`config.mk`:
```
export PLATFORM = sky130hd
export DESIGN_NAME = mcu_reset_power_mode_ctrl
export DESIGN_NICKNAME = d
export VERILOG_FILES = /design/src/verilog/osc_div2.v /design/src/verilog/rst_filter.v /design/src/verilog/mcu_reset_power_mode_ctrl.v
export VERILOG_INCLUDE_DIRS = /design/src /design/src/common
export SDC_FILE = /design/constraint.sdc
export NUM_CORES = 1
export LEC_CHECK = 0
export BUFFER_PORTS_ARGS = -buffer_cell sky130_fd_sc_hd__buf_2
export CAP_MARGIN = 10
export CORE_MARGIN = 5
export CORE_UTILIZATION = 25
export CTS_BUF_LIST = sky130_fd_sc_hd__clkbuf_4
export DETAILED_ROUTE_END_ITERATION = 16
export PLACE_DENSITY_LB_ADDON = 0.12
export SLEW_MARGIN = 20
export SYNTH_ARGS = -nofsm -noshare
export SYNTH_HDL_FRONTEND = slang
export SYNTH_HIERARCHICAL = 1
export SYNTH_SLANG_ARGS = --single-unit
```
`constraint.sdc`:
```
create_clock -name aclk -period 2.35 [get_ports aclk]
set_input_delay 0.235 -clock aclk [delete_from_list [all_inputs] [get_ports aclk]]
set_output_delay 0.235 -clock aclk [all_outputs]
set_load 0.005 [all_outputs]
```
`src/common/mcu_pwr_defines.vh`:
```
// constants for the reset, clock divider and power mode controller
`ifndef MCU_PWR_DEFINES_VH
`define MCU_PWR_DEFINES_VH
// ----------------------------------------------------------------------------
// register byte offsets
// ----------------------------------------------------------------------------
`define OFS_POWER_CONTROL  4'h0
`define OFS_STATUS         4'h4
`define OFS_SECURITY       4'h8
// ----------------------------------------------------------------------------
// power control fields
// ----------------------------------------------------------------------------
`define PWR_IDLE_BIT       0
`define PWR_PDOWN_BIT      1
`define PWR_FLAG0_BIT      2
`define PWR_FLAG1_BIT      3
`define PWR_RESET          4'h0
`define SECURITY_RESET     2'h0
// ----------------------------------------------------------------------------
// modes
// ----------------------------------------------------------------------------
`define MODE_RUN           2'h0
`define MODE_IDLE          2'h1
`define MODE_PDOWN         2'h2
// ----------------------------------------------------------------------------
// timing, rom map, bus answers
// ----------------------------------------------------------------------------
`define OSC_PER_MCYCLE     12
`define RST_MCYCLES        2
`define RST_OSC_PERIODS    5'h18
`define ROM_USER_LAST      16'h0fff
`define ROM_KEY_FIRST      16'h1000
`define ROM_KEY_LAST       16'h101f
`define ROM_GUARD_ADDR     16'h1020
`define RESP_OKAY          2'h0
`define RESP_SLVERR        2'h2
`endif

```
`src/verilog/osc_div2.v`:
```
// oscillator edge detector and divide-by-two flip-flop
`timescale 1ns/1ps
module osc_div2 (
  input  wire aclk,
  input  wire aresetn,
  input  wire ce,
  input  wire osc_input,
  input  wire osc_enable,
  output reg  osc_rise,
  output reg  clk_div2_r
);
  reg osc_prev_r;

  always @(posedge aclk) begin
    if (!aresetn) begin
      osc_prev_r <= 1'b0;
      osc_rise   <= 1'b0;
      clk_div2_r <= 1'b0;
    end else if (ce) begin
      osc_prev_r <= osc_input;
      osc_rise   <= osc_enable & osc_input & ~osc_prev_r;
      // only rising edges toggle, so input duty cycle is irrelevant
      if (osc_enable && osc_input && !osc_prev_r) begin
        clk_div2_r <= ~clk_div2_r;
      end
    end
  end
endmodule // osc_div2

```
`src/verilog/rst_filter.v`:
```
// reset pin qualifier counting oscillator periods
`timescale 1ns/1ps
`include "mcu_pwr_defines.vh"
module rst_filter (
  input  wire aclk,
  input  wire aresetn,
  input  wire ce,
  input  wire osc_rise,
  input  wire reset_pin,
  output reg  core_reset_r,
  output reg  release_r
);
  reg [4:0] cnt_r;

  always @(posedge aclk) begin
    if (!aresetn) begin
      cnt_r        <= 5'h00;
      core_reset_r <= 1'b1;
      release_r    <= 1'b0;
    end else if (ce) begin
      release_r <= core_reset_r & ~reset_pin;
      if (!reset_pin) begin
        cnt_r        <= 5'h00;
        core_reset_r <= 1'b0;
      end else if (osc_rise) begin
        // counts only while the oscillator delivers edges
        if (cnt_r == `RST_OSC_PERIODS - 5'h01) begin
          core_reset_r <= 1'b1;
        end
        if (cnt_r != `RST_OSC_PERIODS) begin
          cnt_r <= cnt_r + 5'h01;
        end
      end
    end
  end
endmodule // rst_filter

```
`src/verilog/mcu_reset_power_mode_ctrl.v`:
```
// reset, clock division, idle / power-down and rom security control
//
// Decided for this implementation: the address map and the AXI4-Lite interface to the registers.
`timescale 1ns/1ps
`include "mcu_pwr_defines.vh"
// Overview of operation
// - reset pin high for 24 running oscillator periods causes a reset.
// - oscillator input feeds a divide-by-two flip-flop before internal clocking.
// - idle halts the core, peripherals keep running; request is last instruction.
// - idle preserves core state, ram and special function registers.
// - any enabled interrupt ends idle and resumes at its service routine.
// - hardware reset ends idle and restarts like a power-on reset.
// - power-down stops the oscillator; request is the last instruction.
// - power-down keeps only the on-chip ram contents.
// - only a hardware reset ends power-down; interrupts do not wake.
// - both mode request bits live in the power control register.
// - idle drives both strobes high; external memory floats port 0, port 2 addresses.
// - power-down drives both strobes low; external memory floats port 0.
// - security bit 1 blocks code table reads aimed at external memory.
// - security bit 1 latches external access select at reset.
// - security bit 2 refuses verify reads of user rom.
// - rom image: code 0000-0fff, key 1000-101f, security bits at 1020.
module mcu_reset_power_mode_ctrl (
  input  wire        aclk,
  input  wire        aresetn,
  input  wire        ce,
  input  wire [3:0]  s_axi_awaddr,
  input  wire        s_axi_awvalid,
  output reg         s_axi_awready,
  input  wire [31:0] s_axi_wdata,
  input  wire [3:0]  s_axi_wstrb,
  input  wire        s_axi_wvalid,
  output reg         s_axi_wready,
  output reg  [1:0]  s_axi_bresp,
  output reg         s_axi_bvalid,
  input  wire        s_axi_bready,
  input  wire [3:0]  s_axi_araddr,
  input  wire        s_axi_arvalid,
  output reg         s_axi_arready,
  output reg  [31:0] s_axi_rdata,
  output reg  [1:0]  s_axi_rresp,
  output reg         s_axi_rvalid,
  input  wire        s_axi_rready,
  input  wire        reset_pin,
  input  wire        osc_input,
  output reg         osc_output,
  output reg         osc_enable_r,
  output wire        clk_div2,
  output wire        core_reset,
  output reg         core_halt_r,
  output reg         periph_run_r,
  output reg         ram_retain_r,
  input  wire        irq_pending,
  input  wire        external_access_select,
  input  wire        core_ale,
  input  wire        core_program_store_strobe,
  input  wire        core_p0_oe_n,
  output reg         ale_r,
  output reg         program_store_strobe,
  output reg         p0_oe_n_r,
  output reg         p2_addr_sel_r,
  input  wire        code_rd_req,
  input  wire [15:0] code_rd_addr,
  output reg         code_rd_allow_r,
  input  wire        verify_req,
  input  wire [15:0] verify_addr,
  output reg         verify_allow_r
);
  // --------------------------------------------------------------------------
  // state
  // --------------------------------------------------------------------------
  localparam [1:0] ST_RUN   = `MODE_RUN;
  localparam [1:0] ST_IDLE  = `MODE_IDLE;
  localparam [1:0] ST_PDOWN = `MODE_PDOWN;

  reg  [1:0]  mode_r;
  reg  [1:0]  mode_nxt;
  reg  [3:0]  power_control_reg;
  reg  [1:0]  rom_security_bits;
  reg         ext_sel_held_r;
  reg  [3:0]  awaddr_r;
  reg         aw_have_r;
  reg  [31:0] wdata_r;
  reg  [3:0]  wstrb_r;
  reg         w_have_r;
  wire        osc_rise;
  wire        rst_release;
  wire        ext_sel_eff;
  wire        ext_mem;
  wire        wr_go;
  wire        wr_power;
  wire        wr_security;
  wire        idle_exit;
  wire        code_ext;
  wire        verify_ok;
  reg  [31:0] rd_val;
  reg         rd_hit;

  // --------------------------------------------------------------------------
  // clock divider and reset qualifier
  // --------------------------------------------------------------------------
  osc_div2 u_div (
    .aclk       (aclk),
    .aresetn    (aresetn),
    .ce         (ce),
    .osc_input  (osc_input),
    .osc_enable (osc_enable_r),
    .osc_rise   (osc_rise),
    .clk_div2_r (clk_div2)
  );

  rst_filter u_rst (
    .aclk         (aclk),
    .aresetn      (aresetn),
    .ce           (ce),
    .osc_rise     (osc_rise),
    .reset_pin    (reset_pin),
    .core_reset_r (core_reset),
    .release_r    (rst_release)
  );

  // --------------------------------------------------------------------------
  // security and external access
  // --------------------------------------------------------------------------
  // latched copy stands only once bit 1 is programmed
  assign ext_sel_eff = rom_security_bits[0] ? ext_sel_held_r : external_access_select;
  assign ext_mem  = ~ext_sel_eff;
  assign code_ext = ext_mem | (code_rd_addr > `ROM_USER_LAST);
  assign verify_ok = ~rom_security_bits[1] & (verify_addr <= `ROM_USER_LAST);

  always @(posedge aclk) begin
    if (!aresetn) begin
      ext_sel_held_r  <= 1'b1;
      code_rd_allow_r <= 1'b0;
      verify_allow_r  <= 1'b0;
    end else if (ce) begin
      if (rst_release) begin
        ext_sel_held_r <= external_access_select;
      end
      code_rd_allow_r <= code_rd_req & ~(rom_security_bits[0] & code_ext);
      verify_allow_r  <= verify_req & verify_ok;
    end
  end

  // --------------------------------------------------------------------------
  // register bus write path
  // --------------------------------------------------------------------------
  assign wr_go   = aw_have_r & w_have_r & ~s_axi_bvalid;
  assign wr_power    = wr_go & (awaddr_r == `OFS_POWER_CONTROL) & wstrb_r[0];
  assign wr_security = wr_go & (awaddr_r == `OFS_SECURITY) & wstrb_r[0];

  always @(posedge aclk) begin
    if (!aresetn) begin
      s_axi_awready <= 1'b1;
      s_axi_wready  <= 1'b1;
      s_axi_bvalid  <= 1'b0;
      s_axi_bresp   <= `RESP_OKAY;
      aw_have_r     <= 1'b0;
      w_have_r      <= 1'b0;
      awaddr_r      <= 4'h0;
      wdata_r       <= 32'h0000_0000;
      wstrb_r       <= 4'h0;
    end else if (ce) begin
      if (s_axi_awvalid && s_axi_awready) begin
        awaddr_r      <= s_axi_awaddr;
        aw_have_r     <= 1'b1;
        s_axi_awready <= 1'b0;
      end
      if (s_axi_wvalid && s_axi_wready) begin
        wdata_r      <= s_axi_wdata;
        wstrb_r      <= s_axi_wstrb;
        w_have_r     <= 1'b1;
        s_axi_wready <= 1'b0;
      end
      if (wr_go) begin
        s_axi_bvalid <= 1'b1;
        if (awaddr_r == `OFS_POWER_CONTROL || awaddr_r == `OFS_SECURITY) begin
          s_axi_bresp <= `RESP_OKAY;
        end else if (awaddr_r == `OFS_STATUS) begin
          s_axi_bresp <= `RESP_OKAY;
        end else begin
          s_axi_bresp <= `RESP_SLVERR;
        end
      end
      if (s_axi_bvalid && s_axi_bready) begin
        s_axi_bvalid  <= 1'b0;
        aw_have_r     <= 1'b0;
        w_have_r      <= 1'b0;
        s_axi_awready <= 1'b1;
        s_axi_wready  <= 1'b1;
      end
    end
  end

  // --------------------------------------------------------------------------
  // power control and security registers
  // --------------------------------------------------------------------------
  assign idle_exit = (mode_r == ST_IDLE) & irq_pending;

  always @(posedge aclk) begin
    if (!aresetn) begin
      power_control_reg <= `PWR_RESET;
      rom_security_bits <= `SECURITY_RESET;
    end else if (ce) begin
      if (core_reset) begin
        power_control_reg <= `PWR_RESET;
      end else if (wr_power) begin
        power_control_reg <= wdata_r[3:0];
      end else if (idle_exit) begin
        power_control_reg[`PWR_IDLE_BIT] <= 1'b0;
      end
      // programmed bits cannot be erased
      if (wr_security) begin
        rom_security_bits <= rom_security_bits | wdata_r[1:0];
      end
    end
  end

  // --------------------------------------------------------------------------
  // register bus read path
  // --------------------------------------------------------------------------
  always @* begin
    rd_val = 32'h0000_0000;
    rd_hit = 1'b1;
    case (s_axi_araddr)
      `OFS_POWER_CONTROL: rd_val = {28'h000_0000, power_control_reg};
      `OFS_STATUS:        rd_val = {26'h000_0000, ext_mem, ext_sel_held_r,
                                    core_reset, clk_div2, mode_r};
      `OFS_SECURITY:      rd_val = {30'h0000_0000, rom_security_bits};
      default:            rd_hit = 1'b0;
    endcase
  end

  always @(posedge aclk) begin
    if (!aresetn) begin
      s_axi_arready <= 1'b1;
      s_axi_rvalid  <= 1'b0;
      s_axi_rdata   <= 32'h0000_0000;
      s_axi_rresp   <= `RESP_OKAY;
    end else if (ce) begin
      if (s_axi_arvalid && s_axi_arready) begin
        s_axi_arready <= 1'b0;
        s_axi_rvalid  <= 1'b1;
        s_axi_rdata   <= rd_val;
        s_axi_rresp   <= rd_hit ? `RESP_OKAY : `RESP_SLVERR;
      end else if (s_axi_rvalid && s_axi_rready) begin
        s_axi_rvalid  <= 1'b0;
        s_axi_arready <= 1'b1;
      end
    end
  end

  // --------------------------------------------------------------------------
  // mode state machine
  // --------------------------------------------------------------------------
  always @* begin
    mode_nxt = mode_r;
    case (mode_r)
      ST_RUN: begin
        if (power_control_reg[`PWR_PDOWN_BIT]) begin
          mode_nxt = ST_PDOWN;
        end else if (power_control_reg[`PWR_IDLE_BIT]) begin
          mode_nxt = ST_IDLE;
        end
      end
      ST_IDLE: begin
        if (irq_pending) begin
          mode_nxt = ST_RUN;
        end
      end
      ST_PDOWN: begin
        mode_nxt = ST_PDOWN;
      end
      default: begin
        mode_nxt = ST_RUN;
      end
    endcase
    if (core_reset) begin
      mode_nxt = ST_RUN;
    end
  end

  always @(posedge aclk) begin
    if (!aresetn) begin
      mode_r <= ST_RUN;
    end else if (ce) begin
      mode_r <= mode_nxt;
    end
  end

  // --------------------------------------------------------------------------
  // mode outputs and pin states
  // --------------------------------------------------------------------------
  always @(posedge aclk) begin
    if (!aresetn) begin
      osc_enable_r         <= 1'b1;
      osc_output           <= 1'b0;
      core_halt_r          <= 1'b0;
      periph_run_r         <= 1'b1;
      ram_retain_r         <= 1'b0;
      ale_r                <= 1'b1;
      program_store_strobe <= 1'b1;
      p0_oe_n_r            <= 1'b1;
      p2_addr_sel_r        <= 1'b0;
    end else if (ce) begin
      // reset pin restarts the stopped oscillator so the qualifier can count
      osc_enable_r <= (mode_nxt != ST_PDOWN) | reset_pin;
      osc_output   <= osc_enable_r & ~osc_input;
      case (mode_nxt)
        ST_IDLE: begin
          core_halt_r          <= 1'b1;
          periph_run_r         <= 1'b1;
          ram_retain_r         <= 1'b0;
          ale_r                <= 1'b1;
          program_store_strobe <= 1'b1;
          p0_oe_n_r            <= ext_mem ? 1'b1 : core_p0_oe_n;
          p2_addr_sel_r        <= ext_mem;
        end
        ST_PDOWN: begin
          core_halt_r          <= 1'b1;
          periph_run_r         <= 1'b0;
          ram_retain_r         <= 1'b1;
          ale_r                <= 1'b0;
          program_store_strobe <= 1'b0;
          p0_oe_n_r            <= ext_mem ? 1'b1 : core_p0_oe_n;
          p2_addr_sel_r        <= 1'b0;
        end
        default: begin
          core_halt_r          <= 1'b0;
          periph_run_r         <= 1'b1;
          ram_retain_r         <= 1'b0;
          ale_r                <= core_ale;
          program_store_strobe <= core_program_store_strobe;
          p0_oe_n_r            <= core_p0_oe_n;
          p2_addr_sel_r        <= ext_mem;
        end
      endcase
    end
  end
endmodule // mcu_reset_power_mode_ctrl

```
=== Yosys cells after proc, flatten, opt, wreduce, memory -nomap -nowiden ===
Cells that the tools add are included.

* Input port bits: 93
* Bits in registers: 82
* Logic and storage cells: 156

* Equality and inequality tests: 14
* Reductions and logical operators: 35
* Bitwise gates (word level): 26
* $add $sub $neg: 1
* Mux-type cells: 43
* $lt $le $gt $ge: 2

{| class="wikitable"
|+ Operator list
! cell !! number
|-
| 2-to-1 mux 1 bit || 27
|-
| AND reduction 2 bit || 13
|-
| one-hot mux 6 bit (3 select lines) || 1
|-
| greater-than comparator 16 x 12 -> 1 bit, second input constant || 1
|-
| <= comparator 16 x 12 -> 1 bit, second input constant || 1
|-
| bitwise AND 1 bit || 15
|-
| 2-to-1 mux 5 bit || 3
|-
| 2-to-1 mux 2 bit || 7
|-
| nonzero test 2 bit || 5
|-
| equality test 4 x 3 -> 1 bit, second input constant || 2
|-
| equality test 4 bit, second input constant || 2
|-
| logical NOT 4 bit || 2
|-
| inverter 1 bit || 8
|-
| logical AND 1 bit || 7
|-
| != test 2 x 1 -> 1 bit, second input constant || 3
|-
| one-hot mux 2 bit (3 select lines) || 1
|-
| AND reduction 3 bit || 2
|-
| adder 5 x 1 -> 5 bit, second input constant || 1
|-
| equality test 5 bit, second input constant || 1
|-
| != test 5 bit, second input constant || 1
|-
| equality test 2 x 1 -> 1 bit, second input constant || 2
|-
| equality test 2 bit, second input constant || 2
|-
| 2-to-1 mux 4 bit || 1
|-
| one-hot mux 1 bit (2 select lines) || 2
|-
| 10 further kinds || 11
|}

=== Logic depth before layout (Yosys ltp) ===
* Depth in word-level cells: 7
* Gate-level depth with buffers: 7

=== Modules after synthesis ===
The synthesis kept the hierarchy.

{| class="wikitable"
|+ By module, submodules not included
! module !! instances !! cells an instance !! seq. area each (µm²) !! area each (µm²)
|-
| mcu_reset_power_mode_ctrl || 1 || 241 || 880.8 || 2163.3
|-
| rst_filter || 1 || 48 || 140.1 || 425.4
|-
| osc_div2 || 1 || 11 || 60.1 || 125.1
|}

=== Worst setup path before layout ===
OpenSTA, ideal clock, no wires.

* Path type: register -> register
* Start point: register power_control_reg[1]
* End point: register ale_r
* Setup slack: 653 ps
* Arrival time: 1567 ps
* Data required time: 2221 ps
* Clock period less this slack: 1697 ps
* Stages on the path, launching flop included: 7
* Library setup time: 129 ps
* Path through: dfxtp_1 nor3b_1 o21ai_0 ha_1 mux2_2 mux2i_1 nand2_1

* Cells in the longest elaborated chain, start to end: 5

{| class="wikitable"
|+ Ends and longest elaborated chain
! element !! line !! RTL
|-
| start: declaration || mcu_reset_power_mode_ctrl.v:78 || <nowiki>reg [3:0] power_control_reg;</nowiki>
|-
| start signal: assignment || mcu_reset_power_mode_ctrl.v:202 || <nowiki>power_control_reg <= `PWR_RESET;</nowiki>
|-
| start signal: assignment || mcu_reset_power_mode_ctrl.v:206 || <nowiki>power_control_reg <= `PWR_RESET;</nowiki>
|-
| start signal: assignment || mcu_reset_power_mode_ctrl.v:208 || <nowiki>power_control_reg <= wdata_r[3:0];</nowiki>
|-
| 2-to-1 mux 2 bit (*) || mcu_reset_power_mode_ctrl.v:260 || <nowiki>if (power_control_reg[`PWR_PDOWN_BIT]) begin</nowiki>
|-
| one-hot mux 2 bit (3 select lines) (*) || mcu_reset_power_mode_ctrl.v:258 || <nowiki>case (mode_r)</nowiki>
|-
| 2-to-1 mux 2 bit (*) || mcu_reset_power_mode_ctrl.v:278 || <nowiki>if (core_reset) begin</nowiki>
|-
| equality test 2 bit or equality test 2 x 1 -> 1 bit (tied branches) || mcu_reset_power_mode_ctrl.v:309 || <nowiki>case (mode_nxt)</nowiki>
|-
| one-hot mux 1 bit (2 select lines) (*) || mcu_reset_power_mode_ctrl.v:309 ||
|-
| end signal: assignment || mcu_reset_power_mode_ctrl.v:332 || <nowiki>ale_r <= core_ale;</nowiki>
|-
| end: declaration || mcu_reset_power_mode_ctrl.v:58 || <nowiki>output reg ale_r,</nowiki>
|}

Mark *: on every way between the ends. The rest lies on a longest branch, timed or not.
A chain may end at the register's enable or synchronous reset.

=== Worst setup path after layout ===
* Start point: register u_rst.core_reset_r
* End point: register program_store_strobe

* Cells in the longest elaborated chain, start to end: 3

{| class="wikitable"
|+ Ends and longest elaborated chain
! element !! line !! RTL
|-
| start: declaration || rst_filter.v:10 || <nowiki>output reg core_reset_r,</nowiki>
|-
| start signal: assignment || rst_filter.v:18 || <nowiki>core_reset_r <= 1'b1;</nowiki>
|-
| start signal: assignment || rst_filter.v:24 || <nowiki>core_reset_r <= 1'b0;</nowiki>
|-
| start signal: assignment || rst_filter.v:28 || <nowiki>core_reset_r <= 1'b1;</nowiki>
|-
| 2-to-1 mux 2 bit (*) || mcu_reset_power_mode_ctrl.v:278 ||
|-
| named net mode_nxt[1] || mcu_reset_power_mode_ctrl.v:77 || <nowiki>reg [1:0] mode_nxt;</nowiki>
|-
| equality test 2 bit or equality test 2 x 1 -> 1 bit (tied branches) || mcu_reset_power_mode_ctrl.v:309 ||
|-
| one-hot mux 1 bit (2 select lines) (*) || mcu_reset_power_mode_ctrl.v:309 ||
|-
| end signal: assignment || mcu_reset_power_mode_ctrl.v:333 || <nowiki>program_store_strobe <= core_program_store_strobe;</nowiki>
|-
| end: declaration || mcu_reset_power_mode_ctrl.v:59 || <nowiki>output reg program_store_strobe,</nowiki>
|}

Mark *: on every way through the listed nets, which the timed path passes. The rest lies on a longest branch.

==> results.toml <==
[run_status]
status = "finished, final reports clean"

[synthesis]
seq_area_frac_synth_pct = 39.8
syn_area_um2 = 2710
synth-edff-count = 0
synth_seq_cells = 54
synth_cell_types = 48
yosysWarnings = 6
async_flop_share_pct = 0
post_synth.cell_area_avg_um2 = 9.05
ys.flop_type = "dfxtp_1"
syn_inst = 300

[run]
drv_cap = 0

[route]
drtIter0Drc = 52
viasPerCell = 4.39
final_antenna_net_count = 0
num_vias = 2208
drtPass1Iterations = 4
routedWlPerCell_um = 13.2
drcViolationCount = 0
wl_mm = 6.64

[power]
p_total_mw = 1.59
ir_drop_uv = 211
power.density_nw_per_um2 = 506
power_leakage_nw = 1.36

[finish]
num-fill-cells = 1162
fin_nets = 459
syn_to_final_growth_pct = 16.0
largest_reg_flops = 6
fin_cells = 503
multiInputGateArea_um2 = 1430
final_common_cell = "buf_2"
post-route-util_pct = 29.3
drive_gt1_share_pct = 23.5
final_cell_mix = "buf_2, dfxtp_1, conb_1"
top_regs = "s_axi_rdata (6), u_rst/cnt_r (5)"
regMostFlops = "s_axi_rdata"
register_area_um2 = 1080

[critical_path]
critPathMaxFanout = 11
cp-start-kind = "flip-flop"
worst_path_max_delay_cell = "dfxtp_1"
ff2ff_setup_slack_ps = 350
crit_chain = "nor2_1 > o21ai_0 > inv_1 > ha_1 > mux2_2 > mux2i_1 > nand2_1"
required_ps = 2620
timing.critical_path.buf_inv = 1
cp_slowest_stage_delay_ps = 600
worst_path_dominant_cell_family = "flip-flops"
worstPathArrival_ps = 2270
crit_path_end_kind = "flip-flop"
worst-setup-path-type = "reg -> reg"

[global_route]
grt_pass1_vias = 2171
antenna_found_initial = 1
grt_pass1_wl_mm = 10.7
grt_max_degree = 30
track_usage_pct = 10.2
grt_overflow = 0

[floorplan]
die_y_um = 114
ios = 147
dieArea_um2 = 13000
std_cell_rows = 38
core_um2 = 10700
die_width_um = 114
initial_core_util_pct = 25.3

[clocking]
cts_sinks = 54
htreeDepth = 2
cts_tree = "yes"
cts_root_buf = "clkbuf_4"
postCtsHoldBufs = 0
cts_resized = 0
post_cts_buffers = 0
clk_pin_slew_ps = 160
cts.path.max_buffers = 2
worstSkewPairLatency_ps = 370
cts_buffers = 5

[timing]
slew_violations = 0
max_freq_ghz = 0.501
finClkSkew_ps = 15.3
rsz0062_at_grt = "false"
setup_violations = 0
fin_crit_sh_pct = 84.9
finalHoldViolations = 0
tns_ps = 0
hold_slack_ps = 81.9
finalCriticalPeriod_ps = 2000

[placement]
place.port_buffers = 63
dp_cells = 494
hpwlAfterDp_mm = 5.02
gp_congestion = 0.753

[min_path]
hp-class = "in -> reg"
-- power breakdown --
part | total, mW | internal [mW] | switching, mW
logic | 0.205 | 0.0943 | 0.111
clock network | 0.410 | 0.113 | 0.297
registers | 0.976 | 0.948 | 0.0284
-- worst min-delay path, stage by stage --
cell	delay [ps]
buf_2	70
mux2i_1	50
nor2_1	70
-- final timing paths --
kind,start,to,depth (start not counted)
hold reg to reg,s_axi_rdata[2]$_SDFFE_PN0P_,s_axi_rdata[2]$_SDFFE_PN0P_,2
hold / removal,s_axi_awaddr[0],awaddr_r[0]$_SDFFE_PN0P_,3
setup / recovery,u_rst/core_reset_r$_SDFFE_PN1P_,program_store_strobe$_SDFFE_PN1P_,7
setup reg to reg,u_rst/core_reset_r$_SDFFE_PN1P_,program_store_strobe$_SDFFE_PN1P_,7
-- cells in the mapped netlist, drive strengths merged, types with 2 or more instances --
cell type	count	area, um^2
dfxtp	54	1080
buf	33	241
nand2	24	90.1
nor2	22	82.6
mux2i	20	200
a21oi	14	70.1
nand3	13	65.1
inv	11	41.3
o21ai	11	55.1
nand2b	9	56.3
nor2b	9	56.3
clkbuf	7	26.3
a31oi	6	37.5
a211oi	5	37.5
ha	5	62.6
nand3b	5	37.5
mux2	4	45.0
nand4	4	25.0
nor3	4	20.0
and2	3	18.8
and3	3	18.8
nand4b	3	41.3
o211ai	3	27.5
o2bb2ai	3	26.3
a21o	2	15.0
a32o	2	20.0
a41oi	2	17.5
and4b	2	20.0
nor4	2	12.5
o22ai	2	12.5
-- final cells by class --
cell class	count	share of cell area, %
flip-flops and latches	54	34.3
well taps	140	5.56
diodes	1	0.0795
repair buffers	67	11.8
inverters	11	1.31
multi-input cells	222	45.3
clock inverters	3	0.516
clock buffers	5	1.19
-- per-stage QoR --
| stage | worst slack (ps) | cell area (um^2) |
|---|---|---|
| after floorplan | 653 | 2820 |
| after global placement | 341 | 3090 |
| after detailed placement | 322 | 3090 |
| after CTS | 286 | 3150 |
| after global routing | 212 | 3150 |
| final | 355 | 3150 |
-- cell families after synthesis --
logic type | after synthesis | share of synthesized area [%]
buffers and inverters | 51 | 11.4
AOI/OAI and AO/OA | 55 | 13.9
muxes | 24 | 9.04
DFF | 54 | 39.8
other | 1 | 0.138
adders and majority gates | 5 | 2.31
and+or+nand+nor | 110 | 23.4
-- layer usage --
| metal | vias to the layer above | wire length, um | global-route usage, % |
|---|---|---|---|
| met5 | - | 0 | 0 |
| met4 | 0 | 51 | 3.09 |
| met3 | 2 | 389 | 2.22 |
| met2 | 66 | 3000 | 16.6 |
| met1 | 1017 | 3200 | 13.5 |
| li1 | 1123 | - | - |
Power figures use the tool's default switching activity.
